$ cat src/rtl/acs_pkg.sv
package acs_pkg;
    localparam logic [31:0] ADDR_CTRL = 32'h0000_0000;
    localparam logic [31:0] ADDR_SEL  = 32'h0000_0004;
    localparam logic [31:0] ADDR_STAT = 32'h0000_0008;
    localparam logic [31:0] ADDR_RES  = 32'h0000_000c;

    localparam int CTRL_EN    = 0;
    localparam int CTRL_START = 1;
    localparam int CTRL_FREE  = 2;
    localparam int CTRL_IRQEN = 3;
    localparam int CTRL_DONE  = 4;
    localparam int STAT_HALF  = 8;
    localparam int STAT_BUSY  = 9;
    localparam int SEL_CH_LSB  = 0;
    localparam int SEL_REF_LSB = 6;

    localparam logic [7:0] SEL_RST  = 8'h00;
    localparam logic [7:0] SEL_MASK = 8'hdf;

    localparam logic [1:0] REF_EXT  = 2'h0;
    localparam logic [1:0] REF_AVCC = 2'h1;
    localparam logic [1:0] REF_RSVD = 2'h2;
    localparam logic [1:0] REF_INT  = 2'h3;

    localparam logic [4:0] CH_DIFF_LO = 5'h08;
    localparam logic [4:0] CH_BANDGAP = 5'h1e;

    localparam logic [4:0] LEN_NORM = 5'h0d;
    localparam logic [4:0] LEN_SYNC = 5'h0e;
    localparam logic [4:0] SH_NORM  = 5'h01;
    localparam logic [4:0] SH_SYNC  = 5'h02;
    localparam logic [9:0] CODE_FULL = 10'h3ff;

    localparam int CLK_SYS_HZ = 100_000_000;
    localparam int ADC_CLK_HZ = 200_000;
    localparam logic [8:0] CONV_DIV = 9'(CLK_SYS_HZ / ADC_CLK_HZ);

    localparam logic [1:0] RESP_OKAY   = 2'h0;
    localparam logic [1:0] RESP_SLVERR = 2'h2;

    typedef enum logic [2:0] {
        ST_IDLE  = 3'b001,
        ST_ARMED = 3'b010,
        ST_CONV  = 3'b100
    } acs_state_t;

    function automatic logic acs_is_diff(input logic [4:0] ch);
        acs_is_diff = (ch >= CH_DIFF_LO) && (ch < CH_BANDGAP);
    endfunction : acs_is_diff
endpackage : acs_pkg

$ cat src/rtl/acs_sel_if.sv
interface acs_sel_if;
    logic       wrEn;
    logic [7:0] wrData;
    logic       copyEn;
    logic [7:0] bufSel;
    logic [7:0] actSel;
    modport owner (output wrEn, output wrData, output copyEn,
                   input bufSel, input actSel);
    modport store (input wrEn, input wrData, input copyEn,
                   output bufSel, output actSel);
endinterface : acs_sel_if

$ cat src/rtl/acs_sequencer.sv
// The AXI4-Lite interface to the registers and the placing of the registers are this design's own decisions.
module acs_sequencer
    import acs_pkg::*;
(
    input  wire logic        clk_sys,
    input  wire logic        rst,
    input  wire logic [31:0] s_axi_awaddr,
    input  wire logic        s_axi_awvalid,
    output logic             s_axi_awready,
    input  wire logic [31:0] s_axi_wdata,
    input  wire logic [3:0]  s_axi_wstrb,
    input  wire logic        s_axi_wvalid,
    output logic             s_axi_wready,
    output logic [1:0]       s_axi_bresp,
    output logic             s_axi_bvalid,
    input  wire logic        s_axi_bready,
    input  wire logic [31:0] s_axi_araddr,
    input  wire logic        s_axi_arvalid,
    output logic             s_axi_arready,
    output logic [31:0]      s_axi_rdata,
    output logic [1:0]       s_axi_rresp,
    output logic             s_axi_rvalid,
    input  wire logic        s_axi_rready,
    input  wire logic        cpuHaltedNr,
    input  wire logic        jtagEnable,
    input  wire logic [9:0]  coreResult,
    input  wire logic        coreOverRange,
    output logic             coreTick,
    output logic             coreStart,
    output logic             coreSample,
    output logic             coreDiff,
    output logic [4:0]       activeChannel,
    output logic [1:0]       activeRef,
    output logic             refIntOn,
    output logic             converterOn,
    output logic [7:0]       analogPinEn,
    output logic             doneIrq
);
    acs_sel_if sel ();
    acs_state_t state_r;
    acs_state_t state_nxt;

    logic        awready_r;
    logic        wready_r;
    logic [31:0] awAddr_r;
    logic [31:0] wData_r;
    logic [3:0]  wStrb_r;
    logic        bvalid_r;
    logic [1:0]  bresp_r;
    logic        arready_r;
    logic        rvalid_r;
    logic [31:0] rdata_r;
    logic [1:0]  rresp_r;

    logic        enable_r;
    logic        freeRun_r;
    logic        irqEn_r;
    logic        done_r;
    logic [8:0]  divCnt_r;
    logic [4:0]  cnt_r;
    logic [4:0]  len_r;
    logic [4:0]  len_nxt;
    logic [9:0]  result_r;
    logic        halted_r;
    logic        jtagS1_r;
    logic        jtagS2_r;
    logic        coreTick_r;
    logic        coreStart_r;
    logic        coreSample_r;
    logic        coreDiff_r;
    logic        refIntOn_r;
    logic        converterOn_r;
    logic [7:0]  analogPinEn_r;
    logic        doneIrq_r;
    logic        halfClk;
    logic        tick;

    acs_sel_buf u_sel (
        .clk_sys (clk_sys),
        .rst     (rst),
        .sel     (sel.store)
    );

    acs_half_clk u_half (
        .clk_sys (clk_sys),
        .rst     (rst),
        .enable  (enable_r),
        .tick    (tick),
        .halfClk (halfClk)
    );

    // Bus decode
    wire        doWrite  = !awready_r && !wready_r && !bvalid_r;
    wire [31:0] wAddr    = {awAddr_r[31:2], 2'b00};
    wire [31:0] rAddr    = {s_axi_araddr[31:2], 2'b00};
    wire        wHitCtrl = wAddr == ADDR_CTRL;
    wire        wHitSel  = wAddr == ADDR_SEL;
    wire        wMapped  = wHitCtrl || wHitSel || wAddr == ADDR_STAT
                           || wAddr == ADDR_RES;
    wire        wrCtrl   = doWrite && wHitCtrl && wStrb_r[0];
    wire        wrSel    = doWrite && wHitSel && wStrb_r[0];
    wire        arTake   = s_axi_arvalid && arready_r;

    // Sequencing
    wire        stIdle    = state_r == ST_IDLE;
    wire        stArmed   = state_r == ST_ARMED;
    wire        stConv    = state_r == ST_CONV;
    assign tick = enable_r && divCnt_r == CONV_DIV - 9'h001;
    wire [4:0]  actCh     = sel.actSel[SEL_CH_LSB +: 5];
    wire [1:0]  actRf     = sel.actSel[SEL_REF_LSB +: 2];
    wire        diffAct   = acs_is_diff(actCh);
    wire        lastCyc   = stConv && cnt_r == len_r;
    wire        beginConv = stArmed && tick;
    wire        complete  = lastCyc && tick;
    wire        restart   = complete && freeRun_r;
    wire        swStart   = wrCtrl && wData_r[CTRL_START] && enable_r;
    wire        haltRise  = cpuHaltedNr && !halted_r;
    wire        sleepGo   = haltRise && enable_r && stIdle
                            && !freeRun_r && irqEn_r;
    wire        startBit  = !stIdle;
    wire [4:0]  shCnt     = len_r == LEN_SYNC ? SH_SYNC : SH_NORM;
    wire [4:0]  userLen   = (diffAct && halfClk) ? LEN_SYNC : LEN_NORM;
    wire [4:0]  autoLen   = diffAct ? LEN_SYNC : LEN_NORM;
    wire        clrDone   = wrCtrl && wData_r[CTRL_DONE];
    // Clamp follows the kind latched at launch, since the active
    // selection may already be refreshed in the final cycle
    wire [9:0]  capResult = (!coreDiff_r && coreOverRange) ? CODE_FULL
                                                           : coreResult;

    // Read data
    wire [31:0] ctrlRd;
    wire [31:0] statRd;
    assign ctrlRd[CTRL_EN]    = enable_r;
    assign ctrlRd[CTRL_START] = startBit;
    assign ctrlRd[CTRL_FREE]  = freeRun_r;
    assign ctrlRd[CTRL_IRQEN] = irqEn_r;
    assign ctrlRd[CTRL_DONE]  = done_r;
    assign ctrlRd[31:5]       = '0;
    assign statRd[7:0]        = sel.actSel;
    assign statRd[STAT_HALF]  = halfClk;
    assign statRd[STAT_BUSY]  = stConv;
    assign statRd[31:10]      = '0;
    wire        rMapped = rAddr == ADDR_CTRL || rAddr == ADDR_SEL
                          || rAddr == ADDR_STAT || rAddr == ADDR_RES;
    wire [31:0] rdMux   = rAddr == ADDR_CTRL ? ctrlRd
                        : rAddr == ADDR_SEL  ? {24'h0, sel.bufSel}
                        : rAddr == ADDR_STAT ? statRd
                        : rAddr == ADDR_RES  ? {22'h0, result_r}
                        : 32'h0000_0000;

    assign sel.wrEn   = wrSel;
    assign sel.wrData = wData_r[7:0];
    // Copy stops in the cycle a conversion is launched, so the
    // selection used to pick the length is the one that is frozen
    assign sel.copyEn = (stIdle || stArmed || lastCyc)
                        && !beginConv && !restart;

    // Write channel: address and data taken in either order
    always_ff @(posedge clk_sys or posedge rst) begin
        if (rst) begin
            awready_r <= 1'b1;
            awAddr_r  <= 32'h0000_0000;
        end else if (s_axi_awvalid && awready_r) begin
            awready_r <= 1'b0;
            awAddr_r  <= s_axi_awaddr;
        end else if (doWrite) begin
            awready_r <= 1'b1;
        end
    end

    always_ff @(posedge clk_sys or posedge rst) begin
        if (rst) begin
            wready_r <= 1'b1;
            wData_r  <= 32'h0000_0000;
            wStrb_r  <= 4'h0;
        end else if (s_axi_wvalid && wready_r) begin
            wready_r <= 1'b0;
            wData_r  <= s_axi_wdata;
            wStrb_r  <= s_axi_wstrb;
        end else if (doWrite) begin
            wready_r <= 1'b1;
        end
    end

    always_ff @(posedge clk_sys or posedge rst) begin
        if (rst) begin
            bvalid_r <= 1'b0;
            bresp_r  <= RESP_OKAY;
        end else if (doWrite) begin
            bvalid_r <= 1'b1;
            bresp_r  <= wMapped ? RESP_OKAY : RESP_SLVERR;
        end else if (s_axi_bready) begin
            bvalid_r <= 1'b0;
        end
    end

    always_ff @(posedge clk_sys or posedge rst) begin
        if (rst) begin
            arready_r <= 1'b1;
            rvalid_r  <= 1'b0;
            rdata_r   <= 32'h0000_0000;
            rresp_r   <= RESP_OKAY;
        end else if (arTake) begin
            arready_r <= 1'b0;
            rvalid_r  <= 1'b1;
            rdata_r   <= rdMux;
            rresp_r   <= rMapped ? RESP_OKAY : RESP_SLVERR;
        end else if (rvalid_r && s_axi_rready) begin
            arready_r <= 1'b1;
            rvalid_r  <= 1'b0;
        end
    end

    // Control bits; enable is only ever cleared by software
    always_ff @(posedge clk_sys or posedge rst) begin
        if (rst) begin
            enable_r  <= 1'b0;
            freeRun_r <= 1'b0;
            irqEn_r   <= 1'b0;
        end else if (wrCtrl) begin
            enable_r  <= wData_r[CTRL_EN];
            freeRun_r <= wData_r[CTRL_FREE];
            irqEn_r   <= wData_r[CTRL_IRQEN];
        end
    end

    // A completion in the clearing cycle wins over the clear
    always_ff @(posedge clk_sys or posedge rst) begin
        if (rst) begin
            done_r <= 1'b0;
        end else begin
            done_r <= complete || (done_r && !clrDone);
        end
    end

    always_ff @(posedge clk_sys or posedge rst) begin
        if (rst) begin
            divCnt_r <= 9'h000;
        end else if (!enable_r || tick) begin
            divCnt_r <= 9'h000;
        end else begin
            divCnt_r <= divCnt_r + 9'h001;
        end
    end

    always_comb begin
        state_nxt = state_r;
        len_nxt   = len_r;
        unique case (state_r)
            ST_IDLE: begin
                if (swStart || sleepGo) begin
                    state_nxt = ST_ARMED;
                end
            end
            ST_ARMED: begin
                if (beginConv) begin
                    state_nxt = ST_CONV;
                    len_nxt   = userLen;
                end
            end
            ST_CONV: begin
                if (restart) begin
                    len_nxt = autoLen;
                end else if (complete) begin
                    state_nxt = ST_IDLE;
                end
            end
            default: begin
                state_nxt = ST_IDLE;
            end
        endcase
        if (!enable_r) begin
            state_nxt = ST_IDLE;
        end
    end

    always_ff @(posedge clk_sys or posedge rst) begin
        if (rst) begin
            state_r <= ST_IDLE;
            len_r   <= LEN_NORM;
        end else begin
            state_r <= state_nxt;
            len_r   <= len_nxt;
        end
    end

    always_ff @(posedge clk_sys or posedge rst) begin
        if (rst) begin
            cnt_r <= 5'h00;
        end else if (beginConv || restart) begin
            cnt_r <= 5'h01;
        end else if (stConv && tick) begin
            cnt_r <= cnt_r + 5'h01;
        end
    end

    always_ff @(posedge clk_sys or posedge rst) begin
        if (rst) begin
            result_r <= 10'h000;
        end else if (complete) begin
            result_r <= capResult;
        end
    end

    always_ff @(posedge clk_sys or posedge rst) begin
        if (rst) begin
            halted_r <= 1'b0;
            jtagS1_r <= 1'b0;
            jtagS2_r <= 1'b0;
        end else begin
            halted_r <= cpuHaltedNr;
            jtagS1_r <= jtagEnable;
            jtagS2_r <= jtagS1_r;
        end
    end

    // Core strobes; sample point lands on the half-clock edge
    always_ff @(posedge clk_sys or posedge rst) begin
        if (rst) begin
            coreTick_r   <= 1'b0;
            coreStart_r  <= 1'b0;
            coreSample_r <= 1'b0;
            coreDiff_r   <= 1'b0;
        end else begin
            coreTick_r   <= tick;
            coreStart_r  <= beginConv || restart;
            coreSample_r <= stConv && tick && cnt_r == shCnt;
            if (beginConv || restart) begin
                coreDiff_r <= diffAct;
            end
        end
    end

    always_ff @(posedge clk_sys or posedge rst) begin
        if (rst) begin
            refIntOn_r    <= 1'b0;
            converterOn_r <= 1'b0;
            analogPinEn_r <= 8'h00;
            doneIrq_r     <= 1'b0;
        end else begin
            refIntOn_r    <= enable_r && actRf == REF_INT;
            converterOn_r <= enable_r;
            analogPinEn_r <= enable_r ? {{4{!jtagS2_r}}, 4'hf}
                                      : 8'h00;
            doneIrq_r     <= done_r && irqEn_r;
        end
    end

    assign s_axi_awready = awready_r;
    assign s_axi_wready  = wready_r;
    assign s_axi_bvalid  = bvalid_r;
    assign s_axi_bresp   = bresp_r;
    assign s_axi_arready = arready_r;
    assign s_axi_rvalid  = rvalid_r;
    assign s_axi_rdata   = rdata_r;
    assign s_axi_rresp   = rresp_r;
    assign coreTick      = coreTick_r;
    assign coreStart     = coreStart_r;
    assign coreSample    = coreSample_r;
    assign coreDiff      = coreDiff_r;
    assign activeChannel = actCh;
    assign activeRef     = actRf;
    assign refIntOn      = refIntOn_r;
    assign converterOn   = converterOn_r;
    assign analogPinEn   = analogPinEn_r;
    assign doneIrq       = doneIrq_r;
endmodule : acs_sequencer

$ cat src/rtl/acs_sel_buf.sv
module acs_sel_buf
    import acs_pkg::*;
(
    input wire logic clk_sys,
    input wire logic rst,
    acs_sel_if.store sel
);
    logic [7:0] bufSel_r;
    logic [7:0] actSel_r;

    always_ff @(posedge clk_sys or posedge rst) begin
        if (rst) begin
            bufSel_r <= SEL_RST;
        end else if (sel.wrEn) begin
            bufSel_r <= sel.wrData & SEL_MASK;
        end
    end

    // Frozen copy keeps the analog path stable while sampling
    always_ff @(posedge clk_sys or posedge rst) begin
        if (rst) begin
            actSel_r <= SEL_RST;
        end else if (sel.copyEn) begin
            actSel_r <= bufSel_r;
        end
    end

    assign sel.bufSel = bufSel_r;
    assign sel.actSel = actSel_r;
endmodule : acs_sel_buf

$ cat src/rtl/acs_half_clk.sv
module acs_half_clk (
    input  wire logic clk_sys,
    input  wire logic rst,
    input  wire logic enable,
    input  wire logic tick,
    output logic      halfClk
);
    logic halfClk_r;

    // Held low while off so the start phase is known
    always_ff @(posedge clk_sys or posedge rst) begin
        if (rst) begin
            halfClk_r <= 1'b0;
        end else if (!enable) begin
            halfClk_r <= 1'b0;
        end else if (tick) begin
            halfClk_r <= ~halfClk_r;
        end
    end

    assign halfClk = halfClk_r;
endmodule : acs_half_clk

$ cat config.mk
export PLATFORM = sky130hd
export DESIGN_NAME = acs_sequencer
export DESIGN_NICKNAME = d
export VERILOG_FILES = /design/src/rtl/acs_pkg.sv /design/src/rtl/acs_sel_if.sv /design/src/rtl/acs_sequencer.sv /design/src/rtl/acs_sel_buf.sv /design/src/rtl/acs_half_clk.sv
export SDC_FILE = /design/constraint.sdc
export NUM_CORES = 1
export LEC_CHECK = 0
export ABC_AREA = 1
export BUFFER_PORTS_ARGS = -buffer_cell sky130_fd_sc_hd__buf_2
export CAP_MARGIN = 25
export CORE_ASPECT_RATIO = 1.1
export CORE_MARGIN = 2
export CORE_UTILIZATION = 30
export DETAILED_ROUTE_END_ITERATION = 8
export GPL_ROUTABILITY_DRIVEN = 0
export GPL_TIMING_DRIVEN = 0
export HOLD_SLACK_MARGIN = 0.12
export PLACE_DENSITY = 0.6
export REMOVE_ABC_BUFFERS = 1
export SLEW_MARGIN = 15
export SYNTH_ARGS = -nofsm -noshare
export SYNTH_HDL_FRONTEND = slang
export SYNTH_SLANG_ARGS = --single-unit
export TNS_END_PERCENT = 20
$ cat constraint.sdc
create_clock -name clk_sys -period 8.85 [get_ports clk_sys]
set_input_delay 1.77 -clock clk_sys [delete_from_list [all_inputs] [get_ports clk_sys]]
set_output_delay 1.77 -clock clk_sys [all_outputs]
set_load 0.02 [all_outputs]
; Word level (Yosys, flattened, before mapping)
; Index checks and enable logic that the tools add are counted.
[word_totals]
register_bits = 151
input_bits = 120
output_inout_bits = 63
wordCells = 161
[op_classes]
addsub = 2
order_cmp = 2
n_eq_ne = 21
muxes = 34
n_bitwise = 1
reduce_logical = 67
[op_table]
columns = cell, count
row1 = $eq A30 B2 Y1 const B, 4
row2 = $logic_not A32 Y1, 2
row3 = $eq A30 B1 Y1 const B, 2
row4 = $mux W10, 5
row5 = $logic_and A1 B1 Y1, 33
row6 = $mux W5, 4
row7 = $mux W3, 5
row8 = $logic_not A1 Y1, 12
row9 = $logic_or A1 B1 Y1, 12
row10 = $reduce_bool A2 Y1, 6
row11 = $mux W1, 11
row12 = $mux W2, 5
row13 = $pmux W5 S2, 1
row14 = $add A9 B1 Y9 const B, 1
row15 = $eq A9 B9 Y1 const B, 1
row16 = $mux W9, 1
row17 = $ne A3 B2 Y1 const B, 3
row18 = $pmux W3 S3, 1
row19 = $mux W8, 1
row20 = $ne A2 B1 Y1 const B, 3
row21 = $add A5 B1 Y5 const B, 1
row22 = $eq A5 B2 Y1, 1
row23 = $eq A5 B4 Y1 const B, 1
row24 = $eq A5 B5 Y1, 1
row25 = 10 further kinds, 10

; Depth between registers and ports, before layout
; Gate-level depths: netlist of run 1.
[depth]
word_depth = 11
mapped_depth = 12
depth_no_buf = 11

; Hierarchy
; Synthesis of run 1 repeated with hierarchy kept, for this count alone.
[hier_totals]
cells_unflattened = 636
area_unflattened_um2 = 5635.4
[modules_own_cells]
columns = module, n_inst, cells_each, area_each_um2, seq_area_each_um2
row1 = acs_sequencer, 1, 566, 5031.1, 2508.7
row2 = acs_sel_buf, 1, 64, 560.5, 350.3
row3 = acs_half_clk, 1, 6, 43.8, 25.0

; Least setup slack after synthesis of run 1
; No wires, ideal clock.
[synth_path]
path_kind = input to register
start = input port s_axi_araddr[6]
end = register rdata_r[3], in the netlist s_axi_rdata[3]
setup_time_ps = 124
t_arrival_ps = 2789
required_time_ps = 8726
path_slack_ps = 5937
stages = 9
n_path_buf = 0
cell_sequence = inv_1 nand2_1 nor2_1 nand2_1 nor2_1 nand2_1 or2_2 nand3_1 nand2_1
[synth_between]
elab_chain_len = 5
word_cells_on_any_way = 8
cone_classes = eq/ne: 3 / mux: 4 / reduce/logical: 1
[synth_lines]
columns = element, line
row1 = "start, declared", acs_sequencer.sv:17  ; input wire logic [31:0] s_axi_araddr,
row2 = $eq A30 B2 Y1, acs_sequencer.sv:148  ; : rAddr == ADDR_RES ? {22'h0, result_r}
row3 = $mux W10, acs_sequencer.sv:148
row4 = $mux W10, acs_sequencer.sv:147  ; : rAddr == ADDR_STAT ? statRd
row5 = $mux W10, acs_sequencer.sv:146  ; : rAddr == ADDR_SEL ? {24'h0, sel.bufSel}
row6 = $mux W10 (*), acs_sequencer.sv:145  ; wire [31:0] rdMux = rAddr == ADDR_CTRL ? ctrlRd
row7 = "end signal, assigned", acs_sequencer.sv:206  ; rdata_r <= rdMux;
row8 = "end, declared", acs_sequencer.sv:52  ; logic [31:0] rdata_r;
; Mark *: on every way between the ends. The rest lies on a longest branch, timed or not.
; A chain may end at the register's enable or synchronous reset.

; Worst setup path after layout of run 1
[layout_path]
start = input port s_axi_araddr[24]
end = register rdata_r[2], in the netlist s_axi_rdata[2]
; Same word-level chain as after synthesis.

==> results of run 1 <==
[worst paths after layout]
| check | from | to | slack, ns | depth (start not counted) |
|---|---|---|---|---|
| setup / recovery | s_axi_araddr[24] | s_axi_rdata[2] | 5.56 | 11 |
| hold / removal | jtagS1_r | jtagS2_r | 0.35 | 0 |
| setup reg to reg | s_axi_bvalid | done_r | 7.03 | 6 |
| hold reg to reg | jtagS1_r | jtagS2_r | 0.35 | 0 |
| max in group asynchronous | rst | s_axi_arready | 6.76 | 3 |
| min in group asynchronous | rst | awAddr_r[14] | 1.38 | 2 |
[power groups by stage]
stage	combinational [W]	sequential, W	clock, W
3_5_place_dp	0.000260	0.000695	0
5_1_grt	0.000292	0.000699	0.000786
3_3_place_gp	0.000253	0.000691	0
6_report	0.000256	0.000684	0.000748
4_1_cts	0.000262	0.000686	0.000763
2_1_floorplan	0.000177	0.000695	0
[per-layer routing]
layer,vias to the layer above,global-route usage
met2,142,0.213
li1,2194,-
met3,11,0.0517
met4,2,0.0420
met5,-,0
met1,1939,0.164
[cell families (layout without fill, tap and decap cells)]
group / count (synthesis) / count (layout) / share of synthesized area
adder cells (fa/ha/maj): 2 / 2 / 0.00454
AO/OA/AOI/OAI: 44 / 44 / 0.0450
AND/OR/NAND/NOR: 299 / 299 / 0.233
XOR/XNOR: 5 / 5 / 0.00796
other: 1 / 25 / 0.000681
multiplexers: 39 / 39 / 0.0782
flip-flops: 114 / 114 / 0.519
buffers and inverters: 128 / 249 / 0.111
[critical path: stages]
cell and delay (ns):
buf_2 0.09, inv_1 0.05, nand2_1 0.05, nor2_1 0.10, nand2_1 0.06, nor2_1 0.49, buf_4 0.30, nand2_1 0.19
or2_2 0.33, nand3_1 0.10, nand2_1 0.06
[sequential cells by signal, indices dropped and copies added, names as in the netlist, 2 cells and up]
name / count
wData_r: 7
u_sel.sel.actSel: 7
u_sel.sel.bufSel: 7
state_r: 3
cnt_r: 5
awAddr_r: 30
divCnt_r: 9
s_axi_rdata: 10
analogPinEn: 2
len_r: 2
result_r: 10
[metrics by stage]
step / hold slack [ns] / power, W / std cells / util / setup WS (ns)
after floorplan: 0.331 / 0.000873 / 616 / - / 4.07
after global placement: 0.337 / 0.000943 / 980 / 0.349 / 2.59
after detailed placement: 0.340 / 0.000954 / 982 / 0.352 / 5.14
after CTS: 0.352 / 0.00171 / 1014 / 0.388 / 5.57
after global routing: 0.354 / 0.00178 / 1014 / 0.388 / 5.34
final: 0.350 / 0.00169 / 1015 / 0.388 / 5.56
[synth_stat cells (all sizes together), types with 7 or more instances]
| cell type | number | area share |
|---|---|---|
| o21ai | 19 | 0.017 |
| nor2 | 74 | 0.053 |
| mux2 | 32 | 0.065 |
| buf | 34 | 0.047 |
| dfrtp | 109 | 0.50 |
| nand3 | 43 | 0.042 |
| nand2 | 160 | 0.11 |
| mux2i | 7 | 0.013 |
| a21oi | 14 | 0.013 |
| nand4 | 11 | 0.013 |
| inv | 89 | 0.061 |
[final cells by class]
type | count | area, um2
Fill cell | 1809 | 10900
Sequential cell | 114 | 2860
Multi-Input combinational cell | 413 | 2120
Timing Repair Buffer | 128 | 666
Clock buffer | 23 | 468
Inverter | 89 | 339
Tap cell | 238 | 298
Clock inverter | 9 | 178
Antenna cell | 1 | 2.50
==> impl_metrics.ini, run 1 <==
[sta]
finalClockSkew_ns = 0.0112
fin_crit_ns = 3.29
fmax_ghz = 0.304
finalSetupViolations = 0
slew_viol_final = 0
rsz0062_at_grt = false
tightest_slew_ns = 0.724
hold_viol = 0
finalCritPeriodShare = 0.372
slew_headroom = 0.516
fin_tns_setup_ns = 0

[critical_path]
cp.required_ns = 9.14
cp-start-kind = input port
crit_type = in2reg
crit_path_end_kind = register
crit_fanout = 13
worstPathArrival_ns = 3.58

[placement]
portBuffers = 126
place_hpwl_um = 9010
placed_cell_area_mm2 = 0.00628

[yosys]
postSynthCellCount = 632
syn-cell-area_mm2 = 0.00551
ys.flop_type = dfrtp_1
synth-async-reset-ratio = 1.00
synth_cell_types = 38
synth_warnings = 0
synth-seq-cells = 114
avgSynthCellArea_um2 = 8.71
synth-edff-count = 0
ys_seq_area_frac = 0.519

[clock_network]
cts_hold_buf = 0
cts_max_path_buffers = 2
ctsResizeCount = 0
clock_sinks = 114
post_cts_buffers = 0
clk_pin_slew_ns = 0.05
h-tree-depth = 4
clock_latency_ns = 0.41
cts_tree = built
cts.root.buffer_cell = clkbuf_16
numCtsBuffers = 17

[die]
fp.coreArea_mm2 = 0.0179
die_y_um = 146
die-area_mm2 = 0.0195
start_util = 0.308
die_x_um = 133
row_count = 51
io_pins = 183

[global_routing]
grt_usage = 0.132
grt_pass1_vias = 4162
grt_overflow = 0
grt_pass1_wl_um = 20500
antenna_found_initial = 2
grt_max_degree = 71

[pwr]
p_seq_frac = 0.405
p_per_area_mw_per_mm2 = 244
p_sw_w = 0.000423
switching_share = 0.250
intPower_w = 0.00127
p_clk_frac = 0.443
vdd_ir_drop_max_uv = 181
leakagePower_nw = 3.77
combPwrFrac = 0.152

[detailed_routing]
vias_per_cell = 4.22
wl_um = 12200
wl_met3_um = 1020
topRoutingLayerUsed = met5
wl_per_cell_um = 12.1
wl_met2_um = 5600
detail-route-antenna-nets = 0
drc = 0
drt_iter0_markers = 226
drt_pass1_iterations = 4
met1Wirelength_um = 5480
vias = 4288

[layout]
layout_common_cells = nand2_1 (156), buf_2 (126), dfrtp_1 (109)
final_nets = 885
final_common_cell = nand2_1
drive_gt1_frac = 0.273
area_growth_pct = 25.9
fin_area_mm2 = 0.00693

[hold_path]
hold_class = reg2reg

[flow_run]
maxCapViolations = 0

[outcome]
status = finished, final reports clean
No activity file was read; power rests on OpenSTA's default activity.
==> run 2: changes to the inputs <==
--- a/config.mk
+++ b/config.mk
@@ -5,7 +5,7 @@
 export SDC_FILE = /design/constraint.sdc
 export NUM_CORES = 1
 export LEC_CHECK = 0
-export ABC_AREA = 1
+export ABC_AREA = 0
 export BUFFER_PORTS_ARGS = -buffer_cell sky130_fd_sc_hd__buf_2
 export CAP_MARGIN = 25
 export CORE_ASPECT_RATIO = 1.1
@@ -15,7 +15,7 @@
 export GPL_ROUTABILITY_DRIVEN = 0
 export GPL_TIMING_DRIVEN = 0
 export HOLD_SLACK_MARGIN = 0.12
-export PLACE_DENSITY = 0.6
+export PLACE_DENSITY = 0.63
 export REMOVE_ABC_BUFFERS = 1
 export SLEW_MARGIN = 15
 export SYNTH_ARGS = -nofsm -noshare
==> constraint.sdc (replaced) <==
create_clock -name clk_sys -period 2.7 [get_ports clk_sys]
set_input_delay 0.54 -clock clk_sys [delete_from_list [all_inputs] [get_ports clk_sys]]
set_output_delay 0.54 -clock clk_sys [all_outputs]
set_load 0.02 [all_outputs]
==> run 2 against run 1 <==
Clock skew shrank 0.0059 ns. Combinational power grew to 3.0 times the previous value. Area after synthesis shrank 8.0%. Register-to-register slack lost 6.8 ns. Power grew to 3.1 times the previous value. Wire length shrank 5.9%. Count of clock-buffer cells in the layout shrank 3. Non-clock buffer count grew 1. Global-route usage grew 0.18 points. Die area shrank 7.8%.
==> impl_metrics.ini, run 2 <==
[layout]
final_nets = 666
drive_gt1_frac = 0.425
layout_common_cells = buf_2 (127), dfrtp_1 (109), mux2_2 (59)
top_register = awAddr_r
area_growth_pct = 26.8
final_common_cell = buf_2
fin_area_mm2 = 0.00642
largest_register_ffs = 30

[critical_path]
crit_chain = xor2_1 > or4_1 > o31a_1 > nor3_4 > mux2_2
cp-start-kind = register
crit_path_end_kind = register
worstPathArrival_ns = 2.81
crit_fanout = 7
crit_type = reg2reg
cp.required_ns = 2.99
critPathBufInv = 0
cpPeakStageDelay_ns = 0.67
crit_family = simple AND/OR/NAND/NOR gates
slowest_stage = or4_1

[die]
fp.coreArea_mm2 = 0.0164
die_x_um = 128
start_util = 0.308
io_pins = 183
die_y_um = 140
row_count = 49
die-area_mm2 = 0.0179

[clock_network]
clock_sinks = 114
clk_pin_slew_ns = 0.06
post_cts_buffers = 0
cts_max_path_buffers = 2
h-tree-depth = 4
clock_latency_ns = 0.41
numCtsBuffers = 17
cts_tree = built
cts.root.buffer_cell = clkbuf_16

[detailed_routing]
wl_um = 11500
detail-route-antenna-nets = 0
wl_per_cell_um = 15.1
drc = 0
vias = 3555
drt_iter0_markers = 171
vias_per_cell = 4.65
drt_pass1_iterations = 4

[sta]
hold_viol = 0
finalSetupViolations = 0
timing.final.ws_setup_ns = 0.185
finalClockSkew_ns = 0.00532
hold_ws_ns = 0.157
slew_headroom = 0.408
rsz0062_at_grt = false
tightest_slew_ns = 0.880
fmax_ghz = 0.398
finalCritPeriodShare = 0.931
slew_viol_final = 0
fin_crit_ns = 2.51

[yosys]
synth-edff-count = 0
yosys.area_share.adder = 0.00494
synth_warnings = 0
syn-cell-area_mm2 = 0.00506
synthXorXnorAreaFrac = 0.0242
yosys.area.top_type = dfrtp_1
synth_cell_types = 40
synth-async-reset-ratio = 1.00
yosys-top-cells-count = dfrtp_1 (109), mux2_2 (59), nand2_1 (33)
synth_top_family_by_area = multiplexers
synth.top_cell.area_share = 0.539
synth_most_common_cell = dfrtp_1
ys.flop_type = dfrtp_1
synth-simple-area-share = 0.128
synth_area_leaders = dfrtp_1 (54%), mux2_2 (13%), buf_4 (4.6%)
ys_seq_area_frac = 0.565
synth-seq-cells = 114
synth_compound_area_frac = 0.0561
postSynthCellCount = 416
muxShareOfSynthArea = 0.159
avgSynthCellArea_um2 = 12.2

[placement]
dp_slack_ns = 0.173
placed_cell_area_mm2 = 0.00581
place_hpwl_um = 8510
portBuffers = 126

[global_routing]
antenna_found_initial = 4
grt_max_degree = 67
grt_overflow = 0
grt_pass1_wl_um = 18700
grt_pass1_vias = 3707
grt_usage = 0.134

[outcome]
status = finished, final reports clean

[pwr]
fin_total_pwr_w = 0.00525
p_per_area_mw_per_mm2 = 818
leakagePower_nw = 3.10
vdd_ir_drop_max_uv = 557

[flow_run]
maxCapViolations = 0

[hold_path]
hold_class = in2async
[run 2: cell count changes after synthesis, moves of 5 or more]
cell	before	now
xnor2_1	2	8
nand2_1	157	33
inv_1	88	9
nor2_1	71	31
nand3_1	40	8
mux2_2	32	59
a21oi_1	13	8
nor4_1	0	14
a22o_1	0	10
mux4_2	0	5
[run 2: final timing paths]
kind / from / to / slack, ns / cells past startpoint
min in group clk_sys: jtagEnable / jtagS1_r / 0.24 / 1
min: rst / awAddr_r[23] / 0.16 / 2
max: cnt_r[1] / u_sel.sel.actSel[7] / 0.19 / 5
min reg2reg: jtagS1_r / jtagS2_r / 0.35 / 0
max in group asynchronous: rst / s_axi_arready / 1.81 / 3
max reg2reg: cnt_r[1] / u_sel.sel.actSel[7] / 0.19 / 5
[run 2: where the power goes]
part	internal [W]	switching (W)	leakage, nW
registers	0.00206	0.000195	1.42
logic	0.000410	0.000364	1.38
clock network	0.00143	0.000792	0.293
total	0.00390	0.00135	3.10
[run 2: area by class of cell]
type,instances,area (um2)
antenna,3,7.51
clock buffer,20,467
clock inverter,12,130
fill,1576,10000
inverter,9,38.8
multi-input combinational,273,1980
sequential,114,2860
tap,204,255
timing repair buffer,129,678
[run 2: stage by stage]
step	util	setup TNS, ns	std cells
detailed placement	0.353	0	729
global route	0.390	0	761
CTS	0.390	0	761
global placement	0.350	-226.10	726
finish	0.391	0	764
floorplan	-	-92.61	396
[run 2: timing repair]
action,CTS,global route
endpoints found under the setup margin,0,6
gates resized for setup,0,1
hold buffers,0,0
[run 2: cell families after synthesis]
group	count (synthesis)
buffers and inverters	52
AND/OR/NAND/NOR	123
adder cells (fa/ha/maj)	2
flip-flops	114
multiplexers	67
XOR/XNOR	14
other	1
AO/OA/AOI/OAI	43
[run 2: metal layers]
layer	share of wire	vias up	global-route usage
met5	0.0011	-	0
met4	0.014	2	0.0555
met3	0.083	14	0.0516
met2	0.48	148	0.220
met1	0.42	1714	0.158
li1	-	1677	-
